==> src/fdcw_pkg.sv <==
/*
 * Package for the fieldbus drive control word decoder: bit positions,
 * drive states, stop kinds, ramp modes and timing constants.
 * Assumes a 250 MHz core clock and one control-word sample per drive cycle.
 */
package fdcw_pkg;
	// Control word bit positions
	localparam int CW_WIDTH = 16;
	localparam int CW_ON = 0;
	localparam int CW_NO_COAST = 1;
	localparam int CW_NO_QSTOP = 2;
	localparam int CW_START = 3;
	localparam int CW_RAMP_EN = 4;
	localparam int CW_RAMP_UNFREEZE = 5;
	localparam int CW_SETPOINT_EN = 6;
	localparam int CW_FAULT_ACK = 7;
	localparam int CW_JOG1 = 8;
	localparam int CW_JOG2 = 9;
	localparam int CW_FB_ENABLE = 10;
	localparam int CW_WATCHDOG = 11;
	localparam int CW_VIN2 = 12;
	localparam int CW_VIN3 = 13;
	localparam int CW_VIN4 = 14;
	localparam int CW_INTERNAL = 15;

	localparam logic [2:0] CTRL_PLACE_FIELDBUS = 3'h3;
	localparam logic [15:0] CW_RESET_VALUE = 16'h0000;

	// Watchdog timing: nominal period 1 s, recommended rate 2 Hz
	localparam int CLK_FREQ_HZ = 250_000_000;
	localparam int WD_PERIOD_MS = 1000;
	localparam int WD_PERIOD_CYCLES = CLK_FREQ_HZ / 1000 * WD_PERIOD_MS;
	localparam int WD_DELAY_WIDTH = 16;
	localparam int WD_TICK_MS = 1;
	localparam int WD_TICK_CYCLES = CLK_FREQ_HZ / 1000 * WD_TICK_MS;

	typedef enum logic [1:0] {
		FDCW_STOP_NONE,
		FDCW_STOP_RAMP,
		FDCW_STOP_COAST,
		FDCW_STOP_QUICK
	} fdcw_stop_t;

	typedef enum logic [1:0] {
		FDCW_RAMP_FOLLOW,
		FDCW_RAMP_OUT_ZERO,
		FDCW_RAMP_HOLD,
		FDCW_RAMP_IN_ZERO
	} fdcw_ramp_t;

	typedef enum logic [2:0] {
		FDCW_SW_INHIBIT,
		FDCW_READY_SWITCH_ON,
		FDCW_READY_RUN,
		FDCW_RUNNING,
		FDCW_FAULT
	} fdcw_state_t;
endpackage

==> src/fdcw_edge.sv <==
/*
 * Rising-edge detector comparing each new sampled word with the previous one.
 * Assumes sample_in is a one-cycle strobe on the core clock.
 */
`timescale 1ns/100ps
`default_nettype none
module fdcw_edge
	import fdcw_pkg::*;
#(
	parameter int WIDTH = CW_WIDTH
) (
	input wire logic core_clk_in, // Core clock
	input wire logic reset_in, // Sync reset, active high
	input wire logic sample_in, // New word valid
	input wire logic [WIDTH-1:0] word_in, // Sampled word
	output logic [WIDTH-1:0] rise_out // Bits that went 0>1
);
	logic [WIDTH-1:0] prev;
	logic [WIDTH-1:0] next_prev;
	logic [WIDTH-1:0] rise;
	logic [WIDTH-1:0] next_rise;

	always_comb begin
		next_prev = prev;
		next_rise = '0;
		if (sample_in) begin
			next_rise = word_in & ~prev; // [RL22]
			next_prev = word_in;
		end
	end

	always_ff @(posedge core_clk_in) begin
		if (reset_in) begin
			prev <= CW_RESET_VALUE;
			rise <= '0;
		end else begin
			prev <= next_prev;
			rise <= next_rise;
		end
	end

	assign rise_out = rise;
endmodule // fdcw_edge
`default_nettype wire

==> src/fdcw_top.sv <==
/*
 * Fieldbus drive control word interpreter: samples the 16-bit command word
 * once per drive cycle and turns it into stop, run, ramp, jog and fault
 * actions, plus a watchdog supervisor on bit 11.
 * Assumes the master writes the word on the core clock with a valid strobe
 * and that the drive supplies zero speed, fault and voltage-removed status.
 */
// Function
// (RL1) Rising on bit 0 leaves switch-on inhibit, goes to ready-to-run.
// (RL2) Bit 0 low: ramp stop, then ready-to-switch-on.
// (RL3) Bit 1 low: coast stop, enter switch-on inhibit.
// (RL4) Bit 2 low: stop by configured quick-stop behaviour.
// (RL5) Bit 3 high starts, low stops with configured stop function.
// (RL6) Bit 4 low forces ramp output zero; outranks bits 5, 6.
// (RL7) Bit 5 low freezes ramp; outranks bit 6, yields to 4.
// (RL8) Bit 6 low forces speed reference zero; lowest priority.
// (RL9) Faults reset only on rising edge of bit 7.
// (RL10) After acknowledge, removed voltage means switch-on inhibit.
// (RL11) Bits 8, 9 jog at own references; jog must be enabled.
// (RL12) Fieldbus jog accepted only with bits 4, 5, 6 all zero.
// (RL13) Jog accepted at zero speed; ramp bits resume after zero speed.
// (RL14) Terminal jog runs without start, needs enable, blocked by start.
// (RL15) Both jog references requested: drive stops.
// (RL16) Bit 10 enables fieldbus control only when place is fieldbus.
// (RL17) Bit 10 cleared while running: coasting stop.
// (RL18) Bit 11 watchdog square wave; stopping raises communication fault.
// (RL19) Bit 15 internal, always reads zero in fast mode.
// (RL20) Watchdog active only when delay setting nonzero.
// (RL21) Echo received bit 11 in status bit 15.
// (RL22) Edges found by comparing new word with previous word.
// (RL23) Word sampled once per drive cycle; one value used per cycle.
`timescale 1ns/100ps
`default_nettype none
module fdcw_top
	import fdcw_pkg::*;
#(
	parameter int WD_TICK = WD_TICK_CYCLES
) (
	input wire logic core_clk_in, // Core clock 250 MHz
	input wire logic reset_in, // Sync reset, active high
	input wire logic [CW_WIDTH-1:0] fieldbus_command_word_in, // Received command word
	input wire logic command_valid_in, // Word valid strobe
	input wire logic control_cycle_in, // Drive control cycle strobe
	input wire logic [2:0] control_place_select_in, // Active control place
	input wire logic [WD_DELAY_WIDTH-1:0] watchdog_delay_setting_in, // Watchdog delay, ms
	input wire logic fast_bus_mode_in, // Fast bus mode
	input wire logic aux_jog_enable_in, // Jog enable from aux word
	input wire logic io_jog_enable_in, // Jog enable digital input
	input wire logic io_jog1_in, // Terminal jog 1
	input wire logic io_jog2_in, // Terminal jog 2
	input wire logic io_start_in, // Start from active non-bus place
	input wire logic zero_speed_in, // Drive at zero speed
	input wire logic fault_in, // Drive fault present
	input wire logic voltage_removed_in, // Fault reaction removed voltage
	input wire fdcw_stop_t quick_stop_cfg_in, // Quick-stop behaviour setting
	input wire fdcw_stop_t stop_func_cfg_in, // Normal stop function setting
	output fdcw_state_t drive_state_out, // Drive state
	output fdcw_stop_t stop_cmd_out, // Active stop kind
	output logic run_cmd_out, // Run request
	output fdcw_ramp_t ramp_mode_out, // Ramp generator mode
	output logic jog1_out, // Run at jog reference 1
	output logic jog2_out, // Run at jog reference 2
	output logic fault_reset_out, // Fault acknowledge pulse
	output logic fb_control_active_out, // Fieldbus control active
	output logic comm_fault_out, // Fieldbus communication fault
	output logic watchdog_echo_out, // Status bit 15 echo
	output logic [3:0] fieldbus_virtual_input_out, // Virtual inputs 1..4
	output logic internal_bit_out // Bit 15 as read
);
	// ------------------------------------------------------------
	// Sampling
	// ------------------------------------------------------------
	logic [CW_WIDTH-1:0] held;
	logic [CW_WIDTH-1:0] next_held;
	logic [CW_WIDTH-1:0] cw;
	logic [CW_WIDTH-1:0] next_cw;
	logic sample;
	logic next_sample;
	logic [CW_WIDTH-1:0] rise;

	always_comb begin
		next_held = command_valid_in ? fieldbus_command_word_in : held;
		next_cw = cw;
		next_sample = 1'b0;
		if (control_cycle_in) begin // [RL23]
			next_cw = held;
			next_sample = 1'b1;
		end
	end

	always_ff @(posedge core_clk_in) begin
		if (reset_in) begin
			held <= CW_RESET_VALUE;
			cw <= CW_RESET_VALUE;
			sample <= 1'b0;
		end else begin
			held <= next_held;
			cw <= next_cw;
			sample <= next_sample;
		end
	end

	fdcw_edge #(
		.WIDTH(CW_WIDTH)
	) u_edge (
		.core_clk_in(core_clk_in),
		.reset_in(reset_in),
		.sample_in(sample),
		.word_in(cw),
		.rise_out(rise)
	);

	// ------------------------------------------------------------
	// Fieldbus control enable
	// ------------------------------------------------------------
	logic fb_active;
	assign fb_active = cw[CW_FB_ENABLE] && control_place_select_in == CTRL_PLACE_FIELDBUS; // [RL16]

	logic fault_ack;
	assign fault_ack = fb_active && rise[CW_FAULT_ACK]; // [RL9]

	fdcw_watchdog #(
		.TICK_CYCLES(WD_TICK)
	) u_wd (
		.core_clk_in(core_clk_in),
		.reset_in(reset_in),
		.sample_in(sample),
		.wd_bit_in(cw[CW_WATCHDOG]),
		.delay_ms_in(watchdog_delay_setting_in),
		.clear_in(fault_ack),
		.fault_out(comm_fault_out)
	);

	// ------------------------------------------------------------
	// Jogging
	// ------------------------------------------------------------
	logic ramp_bits_clear;
	logic fb_jog_req;
	logic io_jog_req;
	logic jog1;
	logic jog2;
	logic next_jog1;
	logic next_jog2;
	logic jog_settle;
	logic next_jog_settle;

	assign ramp_bits_clear = !cw[CW_RAMP_EN] && !cw[CW_RAMP_UNFREEZE] && !cw[CW_SETPOINT_EN];
	assign fb_jog_req = fb_active && aux_jog_enable_in && ramp_bits_clear; // [RL11] [RL12]
	// Blocked by a start command, not by the running state the jog itself causes
	assign io_jog_req = io_jog_enable_in && !io_start_in && !(fb_active && cw[CW_START]); // [RL14]

	always_comb begin
		logic want1;
		logic want2;
		want1 = (fb_jog_req && cw[CW_JOG1]) || (io_jog_req && io_jog1_in);
		want2 = (fb_jog_req && cw[CW_JOG2]) || (io_jog_req && io_jog2_in);
		next_jog1 = jog1;
		next_jog2 = jog2;
		next_jog_settle = jog_settle;
		if (want1 && want2) begin // [RL15]
			next_jog1 = 1'b0;
			next_jog2 = 1'b0;
		end else if (!jog1 && !jog2) begin
			// Fieldbus jog starts only from standstill
			if (zero_speed_in || (io_jog_req && !fb_jog_req)) begin // [RL13]
				next_jog1 = want1;
				next_jog2 = want2;
			end
		end else begin
			next_jog1 = want1;
			next_jog2 = want2;
		end
		if ((jog1 || jog2) && !next_jog1 && !next_jog2)
			next_jog_settle = 1'b1;
		else if (zero_speed_in)
			next_jog_settle = 1'b0; // [RL13]
	end

	always_ff @(posedge core_clk_in) begin
		if (reset_in) begin
			jog1 <= 1'b0;
			jog2 <= 1'b0;
			jog_settle <= 1'b0;
		end else begin
			jog1 <= next_jog1;
			jog2 <= next_jog2;
			jog_settle <= next_jog_settle;
		end
	end

	// ------------------------------------------------------------
	// Drive state machine
	// ------------------------------------------------------------
	fdcw_state_t state;
	fdcw_state_t next_state;
	fdcw_stop_t stop_cmd;
	fdcw_stop_t next_stop_cmd;
	logic fb_was_running;
	logic coast_latch;
	logic next_coast_latch;

	assign fb_was_running = state == FDCW_RUNNING;

	always_comb begin
		next_state = state;
		next_stop_cmd = FDCW_STOP_NONE;
		next_coast_latch = coast_latch;
		if (!fb_active && fb_was_running && !jog1 && !jog2)
			next_coast_latch = 1'b1; // [RL17]
		else if (fb_active)
			next_coast_latch = 1'b0;
		unique case (state)
			FDCW_FAULT: begin
				if (fault_ack && !fault_in) // [RL9]
					next_state = voltage_removed_in ? FDCW_SW_INHIBIT
						: FDCW_READY_SWITCH_ON; // [RL10]
			end
			FDCW_SW_INHIBIT: begin
				if (fb_active && rise[CW_ON] && cw[CW_NO_COAST] && cw[CW_NO_QSTOP])
					next_state = FDCW_READY_RUN; // [RL1]
			end
			FDCW_READY_SWITCH_ON: begin
				if (fb_active && cw[CW_ON])
					next_state = FDCW_READY_RUN;
			end
			FDCW_READY_RUN: begin
				if (fb_active && !cw[CW_ON])
					next_state = FDCW_READY_SWITCH_ON; // [RL2]
				else if ((fb_active && cw[CW_START]) || jog1 || jog2)
					next_state = FDCW_RUNNING; // [RL5]
			end
			FDCW_RUNNING: begin
				if (!jog1 && !jog2 && (!fb_active || !cw[CW_START]))
					next_state = FDCW_READY_RUN;
				if (fb_active && !cw[CW_ON]) begin
					next_state = FDCW_READY_SWITCH_ON; // [RL2]
					next_stop_cmd = FDCW_STOP_RAMP;
				end else if (!(fb_active && cw[CW_START]) && !jog1 && !jog2) begin
					next_stop_cmd = stop_func_cfg_in; // [RL5]
				end
			end
		endcase
		if (fb_active && !cw[CW_NO_QSTOP] && state != FDCW_FAULT) begin
			next_state = FDCW_SW_INHIBIT;
			next_stop_cmd = quick_stop_cfg_in; // [RL4]
		end
		if (((fb_active && !cw[CW_NO_COAST]) || coast_latch) && state != FDCW_FAULT) begin
			next_state = FDCW_SW_INHIBIT;
			next_stop_cmd = FDCW_STOP_COAST; // [RL3] [RL17]
		end
		// The acknowledge clears the watchdog fault on this same edge unless the watchdog delay is still expired, so let it leave
		if (fault_in || (comm_fault_out && !fault_ack))
			next_state = FDCW_FAULT; // [RL18]
	end

	always_ff @(posedge core_clk_in) begin
		if (reset_in) begin
			state <= FDCW_SW_INHIBIT;
			stop_cmd <= FDCW_STOP_NONE;
			coast_latch <= 1'b0;
		end else begin
			state <= next_state;
			stop_cmd <= next_stop_cmd;
			coast_latch <= next_coast_latch;
		end
	end

	// ------------------------------------------------------------
	// Ramp generator gating (priority 4 > 5 > 6)
	// ------------------------------------------------------------
	fdcw_ramp_t ramp_mode;
	fdcw_ramp_t next_ramp_mode;

	always_comb begin
		next_ramp_mode = FDCW_RAMP_FOLLOW;
		// Ramp bits are muted while jogging and until standstill after it
		if (!fb_active || jog1 || jog2 || jog_settle)
			next_ramp_mode = FDCW_RAMP_FOLLOW; // [RL13]
		else if (!cw[CW_RAMP_EN])
			next_ramp_mode = FDCW_RAMP_OUT_ZERO; // [RL6]
		else if (!cw[CW_RAMP_UNFREEZE])
			next_ramp_mode = FDCW_RAMP_HOLD; // [RL7]
		else if (!cw[CW_SETPOINT_EN])
			next_ramp_mode = FDCW_RAMP_IN_ZERO; // [RL8]
	end

	always_ff @(posedge core_clk_in) begin
		if (reset_in)
			ramp_mode <= FDCW_RAMP_FOLLOW;
		else
			ramp_mode <= next_ramp_mode;
	end

	// ------------------------------------------------------------
	// Outputs
	// ------------------------------------------------------------
	assign drive_state_out = state;
	assign stop_cmd_out = stop_cmd;
	assign run_cmd_out = state == FDCW_RUNNING;
	assign ramp_mode_out = ramp_mode;
	assign jog1_out = jog1;
	assign jog2_out = jog2;
	assign fault_reset_out = fault_ack;
	assign fb_control_active_out = fb_active;
	assign watchdog_echo_out = cw[CW_WATCHDOG]; // [RL21]
	assign fieldbus_virtual_input_out = {cw[CW_VIN4], cw[CW_VIN3], cw[CW_VIN2], cw[CW_WATCHDOG]};
	assign internal_bit_out = fast_bus_mode_in ? 1'b0 : cw[CW_INTERNAL]; // [RL19]
endmodule // fdcw_top
`default_nettype wire

==> src/fdcw_watchdog.sv <==
/*
 * Watchdog pulse supervisor: faults when the bit stops toggling for the
 * configured delay (in milliseconds). Zero delay disables supervision.
 * Assumes sample_in strobes once per drive cycle.
 */
`timescale 1ns/100ps
`default_nettype none
module fdcw_watchdog
	import fdcw_pkg::*;
#(
	parameter int TICK_CYCLES = WD_TICK_CYCLES
) (
	input wire logic core_clk_in, // Core clock
	input wire logic reset_in, // Sync reset, active high
	input wire logic sample_in, // New word valid
	input wire logic wd_bit_in, // Received watchdog bit
	input wire logic [WD_DELAY_WIDTH-1:0] delay_ms_in, // Watchdog delay setting
	input wire logic clear_in, // Fault acknowledge pulse
	output logic fault_out // Communication fault
);
	logic [31:0] tick_cnt;
	logic [31:0] next_tick_cnt;
	logic [WD_DELAY_WIDTH-1:0] ms_cnt;
	logic [WD_DELAY_WIDTH-1:0] next_ms_cnt;
	logic last_bit;
	logic next_last_bit;
	logic fault;
	logic next_fault;

	always_comb begin
		next_tick_cnt = tick_cnt;
		next_ms_cnt = ms_cnt;
		next_last_bit = last_bit;
		next_fault = fault;
		if (delay_ms_in == '0) begin // [RL20]
			next_tick_cnt = '0;
			next_ms_cnt = '0;
			next_fault = 1'b0;
		end else begin
			if (tick_cnt == 32'(TICK_CYCLES - 1)) begin
				next_tick_cnt = '0;
				if (ms_cnt != delay_ms_in)
					next_ms_cnt = ms_cnt + 1'b1;
			end else begin
				next_tick_cnt = tick_cnt + 32'h0000_0001;
			end
			if (sample_in && wd_bit_in != last_bit) begin
				next_ms_cnt = '0;
				next_tick_cnt = '0;
			end
			if (clear_in)
				next_fault = 1'b0;
			if (ms_cnt == delay_ms_in) // [RL18]
				next_fault = 1'b1;
		end
		if (sample_in)
			next_last_bit = wd_bit_in;
	end

	always_ff @(posedge core_clk_in) begin
		if (reset_in) begin
			tick_cnt <= '0;
			ms_cnt <= '0;
			last_bit <= 1'b0;
			fault <= 1'b0;
		end else begin
			tick_cnt <= next_tick_cnt;
			ms_cnt <= next_ms_cnt;
			last_bit <= next_last_bit;
			fault <= next_fault;
		end
	end

	assign fault_out = fault;
endmodule // fdcw_watchdog
`default_nettype wire

==> config.mk <==
export PLATFORM = sky130hd
export DESIGN_NAME = fdcw_top
export DESIGN_NICKNAME = d
export VERILOG_FILES = /design/src/fdcw_pkg.sv /design/src/fdcw_edge.sv /design/src/fdcw_top.sv /design/src/fdcw_watchdog.sv
export SDC_FILE = /design/constraint.sdc
export NUM_CORES = 1
export LEC_CHECK = 0
export ABC_AREA = 0
export BUFFER_PORTS_ARGS = -buffer_cell sky130_fd_sc_hd__buf_2
export CORE_MARGIN = 2
export CORE_UTILIZATION = 61
export CTS_CLUSTER_SIZE = 8
export DETAILED_ROUTE_END_ITERATION = 6
export MAX_ROUTING_LAYER = met4
export PLACE_DENSITY = 0.85
export SYNTH_ARGS = -nofsm -noshare
export SYNTH_HDL_FRONTEND = slang
export SYNTH_SLANG_ARGS = --single-unit
==> constraint.sdc <==
create_clock -name core_clk_in -period 3.19 [get_ports core_clk_in]
set_clock_uncertainty 0.05 [all_clocks]
set_input_delay 0.319 -clock core_clk_in [delete_from_list [all_inputs] [get_ports core_clk_in]]
set_output_delay 0.319 -clock core_clk_in [all_outputs]
set_load 0.005 [all_outputs]
==> results.yml, run 1 <==
global_routing:
  grt_overflow: 0
  grt_antenna_before_repair: 0
  grt_first_pass_wirelength_mm: 17.2
  grt_pass1_vias: 3866
  grt_max_degree: 50
  grt_use_total_pct: 25.6
floorplan:
  die_area_um2: 8320
  initial_core_util_pct: 63.6
  die_x_um: 91.2
  dieHeight_um: 91.2
  rows: 31
  io_pins: 71
  core_um2: 7290
route:
  detailroute.via_count: 4027
  drtIter0Drc: 306
  vias_per_cell: 5.90
  drc_errors: 0
  ant_nets: 0
  first_pass_iters: 4
  routedWlPerCell_um: 14.8
  drt-total-wl_mm: 10.1
worst_hold_path:
  hold_start: "fieldbus_command_word_in[7]"
  hold_path_class: "primary input to flop"
synth:
  post_synth_main_area_contributors: "dfxtp_1 (42%), mux2i_1 (8.0%), xnor2_1 (7.2%), nor2_1 (7.0%), nor4_1 (3.0%)"
  synth_largest_area_cell: "dfxtp_1"
  syn_area_um2: 4640
  ys_async_sr_fraction_pct: 0
  ys_warn_count: 0
  synthCells: 527
  ys_types: 55
  syn_avg_cell_area_um2: 8.80
  ys.flop_type: "dfxtp_1"
  synth_nets: 581
  ys_seq_area_share_pct: 42.3
  yosys.area.top_type_share_pct: 42.3
  synth_edf_count: 0
  ys_ff_latch: 98
power_and_ir_drop:
  power_density_nw_per_um2: 439
  p_leak_nw: 2.01
  peakVddDrop_mv: 0.354
clock_tree:
  ctsResizeCount: 0
  htree_levels: 3
  hold_buffers: 0
  cts_sinks: 98
  cts_setup_buffers: 0
  clock_latency_ps: 370
  root_buffer: "clkbuf_8"
  cts_buffer_depth: 2
  cts_tree: "built"
  clkSlewWorstSetupHoldPaths_ps: 100
  cts_buffers: 9
finish:
  postLayoutCellArea_um2: 5180
  layout.nets: 632
  multi_input_area_um2: 2460
  seqCellArea_um2: 1960
  fillers: 577
  syn_to_final_growth_pct: 11.6
  drive_gt1_share_pct: 16.8
  antenna_cells: 0
critical_path:
  crit_family: "simple AND/OR/NAND/NOR gates"
  critPathLaunch: "u_wd.ms_cnt[6]"
  reg2reg_from: "u_wd.ms_cnt[6]"
  crit_path_max_incr_delay_ps: 740
  slowest_stage: "nor4_4"
  crit_type: "flop to flop"
  crit_required_ps: 3400
  critPathArrivalTime_ps: 2540
  critPathLaunchType: "flop"
  end_kind: "flop"
  critPathBufInv: 1
  crit_chain: "xnor2_1, nand4_1, nor4_4, buf_4, nor4_1, o21bai_1"
  path_max_fanout: 17
place:
  gp_congestion: 0.927
  io_buffers: 70
  hpwl_mm: 7.16
  detailed_place.area_um2: 4970
timing:
  post-route-period-util_pct: 73.0
  tns_ps: 0
  min_period_ps: 2330
  drv_slew: 0
  fmax_mhz: 429
  rsz0062_at_grt: "false"
  whs_ps: 132
  setup_viol_count_final: 0
  tightestPinTransition_ps: 866
  slew_headroom_pct: 41.4
  hold_violations: 0
flow_run:
  maxCapViolations: 0
outcome:
  status: "completed"
## layout by cell type, fill, tap and decap left out, types with 2 or more instances in the layout
| cell type | netlist | layout |
|---|---|---|
| nor4b_1 | 2 | 2 |
| nor4_1 | 22 | 22 |
| nor3_1 | 14 | 14 |
| nand2_1 | 27 | 27 |
| inv_6 | 0 | 4 |
| a211oi_1 | 2 | 2 |
| and3_1 | 6 | 6 |
| nand4_1 | 16 | 16 |
| or2_2 | 3 | 3 |
| xor2_1 | 9 | 9 |
| o21ai_0 | 8 | 8 |
| or4_1 | 9 | 9 |
| o31ai_1 | 8 | 8 |
| o31a_1 | 2 | 2 |
| and4_1 | 6 | 6 |
| xnor2_1 | 38 | 38 |
| nand3_1 | 19 | 19 |
| or3_1 | 6 | 6 |
| a21oi_1 | 19 | 19 |
| dfxtp_1 | 98 | 98 |
| nand3b_1 | 2 | 2 |
| ha_1 | 2 | 2 |
| nand4b_1 | 3 | 3 |
| buf_2 | 9 | 70 |
| nor2_1 | 87 | 87 |
| mux2i_1 | 37 | 37 |
| nor3b_1 | 2 | 2 |
| nor2b_1 | 4 | 4 |
| o211ai_1 | 5 | 5 |
| inv_1 | 10 | 10 |
| nand2b_1 | 3 | 3 |
| nor4bb_1 | 3 | 3 |
| buf_4 | 6 | 4 |
| a221oi_1 | 2 | 2 |
| clkbuf_8 | 0 | 10 |
## layout make-up
type | instances | area share (%)
tap | 99 | 2.39
timing repair buffer | 74 | 7.35
clock inverter | 6 | 1.35
multi-input combinational | 384 | 47.5
inverter | 11 | 0.798
sequential | 98 | 37.9
clock buffer | 10 | 2.66
## cell usage after synthesis (2+ instances only)
cell type / n
nand2b_1: 3
clkbuf_1: 14
nor2_1: 87
nor4b_1: 2
nor4_1: 22
nand3_1: 19
or3_1: 6
or4_1: 9
nor2b_1: 4
inv_1: 10
mux2i_1: 37
a21oi_1: 19
nand4b_1: 3
o211ai_1: 5
and3_1: 6
xor2_1: 9
nand3b_1: 2
nand4_1: 16
or2_2: 3
buf_6: 3
and4_1: 6
buf_4: 6
nor3b_1: 2
nor3_1: 14
buf_1: 2
xnor2_1: 38
o21ai_0: 8
o31ai_1: 8
a211oi_1: 2
nand2_1: 27
nor4bb_1: 3
a221oi_1: 2
o31a_1: 2
buf_2: 9
ha_1: 2
dfxtp_1: 98
## final timing paths
kind                         to  slack [ps]  depth (start not counted)
max             u_wd.ms_cnt[12]         860                          6
min                     held[7]         130                          3
max reg2reg     u_wd.ms_cnt[12]         860                          6
min reg2reg  u_edge.rise_out[0]         380                          1
## cell families after synthesis
logic type	synth area share, %
muxes	8.23
buffers and inverters	4.85
xor gates and xnor gates	8.87
DFF	42.3
and+or+nand+nor	26.9
adders and majority gates	0.539
AOI/OAI and AO/OA	8.31
## power by group
part           switching, mW  leakage [nW]  internal [mW]  total [mW]
logic                 0.0849          1.11         0.0763       0.161
registers             0.0223         0.795           1.25        1.27
clock network          0.446         0.108          0.394       0.840
## flip-flops by register name (all words and copies together), names as in the netlist
register         flops
u_edge.prev          2
u_edge.rise_out      2
u_wd.fault_out       1
u_wd.tick_cnt       32
stop_cmd_out         2
u_wd.last_bit        1
sample               1
jog_settle           1
jog2_out             1
cw                  16
held                16
drive_state_out      3
ramp_mode_out        2
jog1_out             1
u_wd.ms_cnt         16
coast_latch          1
## metrics by stage
stage	total power, mW	setup slack (ps)	cells	utilization [%]
after detailed placement	1.46	874	666	68.1
after global routing	2.34	616	682	71.0
after CTS	2.27	876	682	71.0
final	2.27	860	682	71.0
after floorplan	1.39	1280	527	-
after global placement	1.45	1010	666	68.1
## worst reg2reg max path: cells and delay by family, from the launching register on
family                 cells  cell delay (ps)
AND/OR/NAND/NOR            3              970
flip-flops                 1              570
buffers and inverters      1              330
XOR/XNOR                   1              160
AO/OA/AOI/OAI              1              150
## metal layers
metal  share of wire (%)  GRT usage, %  wire (um)  up-vias
li1                    -             -          -     1985
met1                  43          31.4       4340     1873
met2                  49          41.5       4930      144
met3                 6.1          5.56        617       25
met4                 1.9          9.34        195        0
met5                   0             -          0        -
Power figures use the tool's default switching activity.
==> inputs of run 2 (changes only) <==
- CORE_UTILIZATION: 61 -> 57
- PLACE_DENSITY: 0.85 -> 0.8
- clock period: 3.19 -> 2.2 ns (I/O delays scaled with it)
==> run 2 against run 1 <==
Compared with the run above:
- cell count up 1.3%
- fmax is 12% higher
- routed wire length is 2.6% lower
- sequential cell count stayed put
- global-route usage fell by 2.5 points
- sequential share of layout area shrank 0.42 points
- worst setup slack lost 750 ps
- largest power group unchanged
==> results.yml, run 2 (same netlist as run 1, synthesis figures left out) <==
outcome:
  status: "completed"
critical_path:
  critPathArrivalTime_ps: 2310
  rr_worst_depth: 6
  critPathLaunchType: "flop"
  critPathLaunch: "u_wd.tick_cnt[0]"
  r2r_setup_slack_ps: 110
  end_kind: "flop"
  path_max_fanout: 23
  reg2reg_from: "u_wd.tick_cnt[0]"
  regToRegEndpoint: "u_wd.ms_cnt[8]"
  crit_end: "u_wd.ms_cnt[8]"
  crit_type: "flop to flop"
  crit_required_ps: 2430
timing:
  hold_violations: 0
  fmax_mhz: 479
  rsz0062_at_grt: "false"
  min_period_ps: 2090
  tightestPinTransition_ps: 615
  tns_ps: 0
  setup_viol_count_final: 0
  drv_slew: 0
  slew_headroom_pct: 58.9
  post-route-period-util_pct: 94.8
floorplan:
  die_area_um2: 8880
  die_x_um: 94.2
  initial_core_util_pct: 59.4
  rows: 32
  io_pins: 71
  core_um2: 7810
  dieHeight_um: 94.2
global_routing:
  met3_usage_pct: 3.29
  grt_max_degree: 45
  grt_pass1_vias: 3712
  grt_busiest_layer: "met2"
  grt_overflow: 0
  grt_first_pass_wirelength_mm: 16.2
  grt_use_total_pct: 23.1
  gr-usage-met1_pct: 29.3
  grt_antenna_before_repair: 0
  grtUsageMet2_pct: 38.7
route:
  ant_nets: 0
  detailroute.via_count: 3974
  first_pass_iters: 4
  drc_errors: 0
  drt-total-wl_mm: 9.82
  drtIter0Drc: 188
  vias_per_cell: 5.75
  routedWlPerCell_um: 14.2
power_and_ir_drop:
  power_density_nw_per_um2: 610
  peakVddDrop_mv: 0.455
  p_leak_nw: 2.04
  seq_power_share_pct: 57.7
  power_frac_clock_pct: 34.9
  combPwrFrac_pct: 7.4
  p_switching_mw: 0.804
  p_int_mw: 2.39
  swShare_pct: 25.2
place:
  gp_congestion: 0.870
  hpwl_mm: 7.11
  detailed_place.area_um2: 5040
  io_buffers: 70
finish:
  layout.nets: 638
  postLayoutCellArea_um2: 5230
  layout_commonest_cell: "dfxtp_1"
  syn_to_final_growth_pct: 12.8
  largest_reg_flops: 32
  drive_gt1_share_pct: 17.7
  top_register: "u_wd.tick_cnt"
  antenna_cells: 0
  fillers: 679
  utilization_pct: 67.0
  seqCellArea_um2: 1960
  multi_input_area_um2: 2460
  mostFrequentLayoutCells: "dfxtp_1 (98), nor2_1 (87), buf_2 (70)"
clock_tree:
  cts_tree: "built"
  root_buffer: "clkbuf_8"
  cts_setup_buffers: 0
  htree_levels: 3
  cts_buffer_depth: 2
  cts_sinks: 98
  ctsResizeCount: 0
  clkSlewWorstSetupHoldPaths_ps: 100
  clock_latency_ps: 360
  hold_buffers: 0
  cts_buffers: 9
worst_hold_path:
  hold_path_class: "primary input to flop"
flow_run:
  maxCapViolations: 0
[run 2: metrics by stage]
stage | total power [mW] | setup slack [ps] | std cells | hold slack (ps)
floorplan | 2.02 | 288 | 527 | 310
global placement | 2.11 | 276 | 675 | 358
detailed placement | 2.12 | 171 | 675 | 366
CTS | 3.21 | 162 | 691 | 42.4
global route | 3.32 | 4.66 | 691 | 43.2
finish | 3.20 | 113 | 691 | 46.0
[run 2: layout make-up]
type                       instances  share of cell area (%)
clock buffer                      10                    2.63
clock inverter                     6                    1.03
inverter                          11                   0.789
multi-input combinational        384                    47.0
sequential                        98                    37.5
tap                              102                    2.44
timing repair buffer              80                    8.61
[run 2: how the worst min path moves through the flow]
stage                                 startpoint            endpoint  slack, ps  cells after the start
finish              fieldbus_command_word_in[15]            held[15]         50                      3
floorplan                    stop_func_cfg_in[1]     stop_cmd_out[1]        310                      2
detailed placement                u_edge.prev[0]  u_edge.rise_out[0]        370                      1
global placement                  u_edge.prev[0]  u_edge.rise_out[0]        360                      1
global route         fieldbus_command_word_in[2]             held[2]         40                      3
CTS                  fieldbus_command_word_in[5]             held[5]         40                      3
[run 2: critical path, stage by stage (launching register included)]
cell and delay (ps):
dfxtp_1 380, ha_1 220, and3_1 250, and4_1 270, nand2_4 160, or4_1 510
a21oi_1 180
[run 2: power by group through the flow]
stage / Sequential, mW / Clock (mW) / Combinational (mW)
floorplan: 1.87 / 0 / 0.149
global placement: 1.88 / 0 / 0.228
detailed placement: 1.88 / 0 / 0.236
CTS: 1.84 / 1.13 / 0.237
global route: 1.85 / 1.21 / 0.261
finish: 1.84 / 1.12 / 0.237
[run 2: per-layer routing]
metal / vias up / share of wire [%]
li1: 1995 / -
met1: 1860 / 46
met2: 107 / 49
met3: 12 / 4.7
met4: 0 / 0.97
met5: - / 0
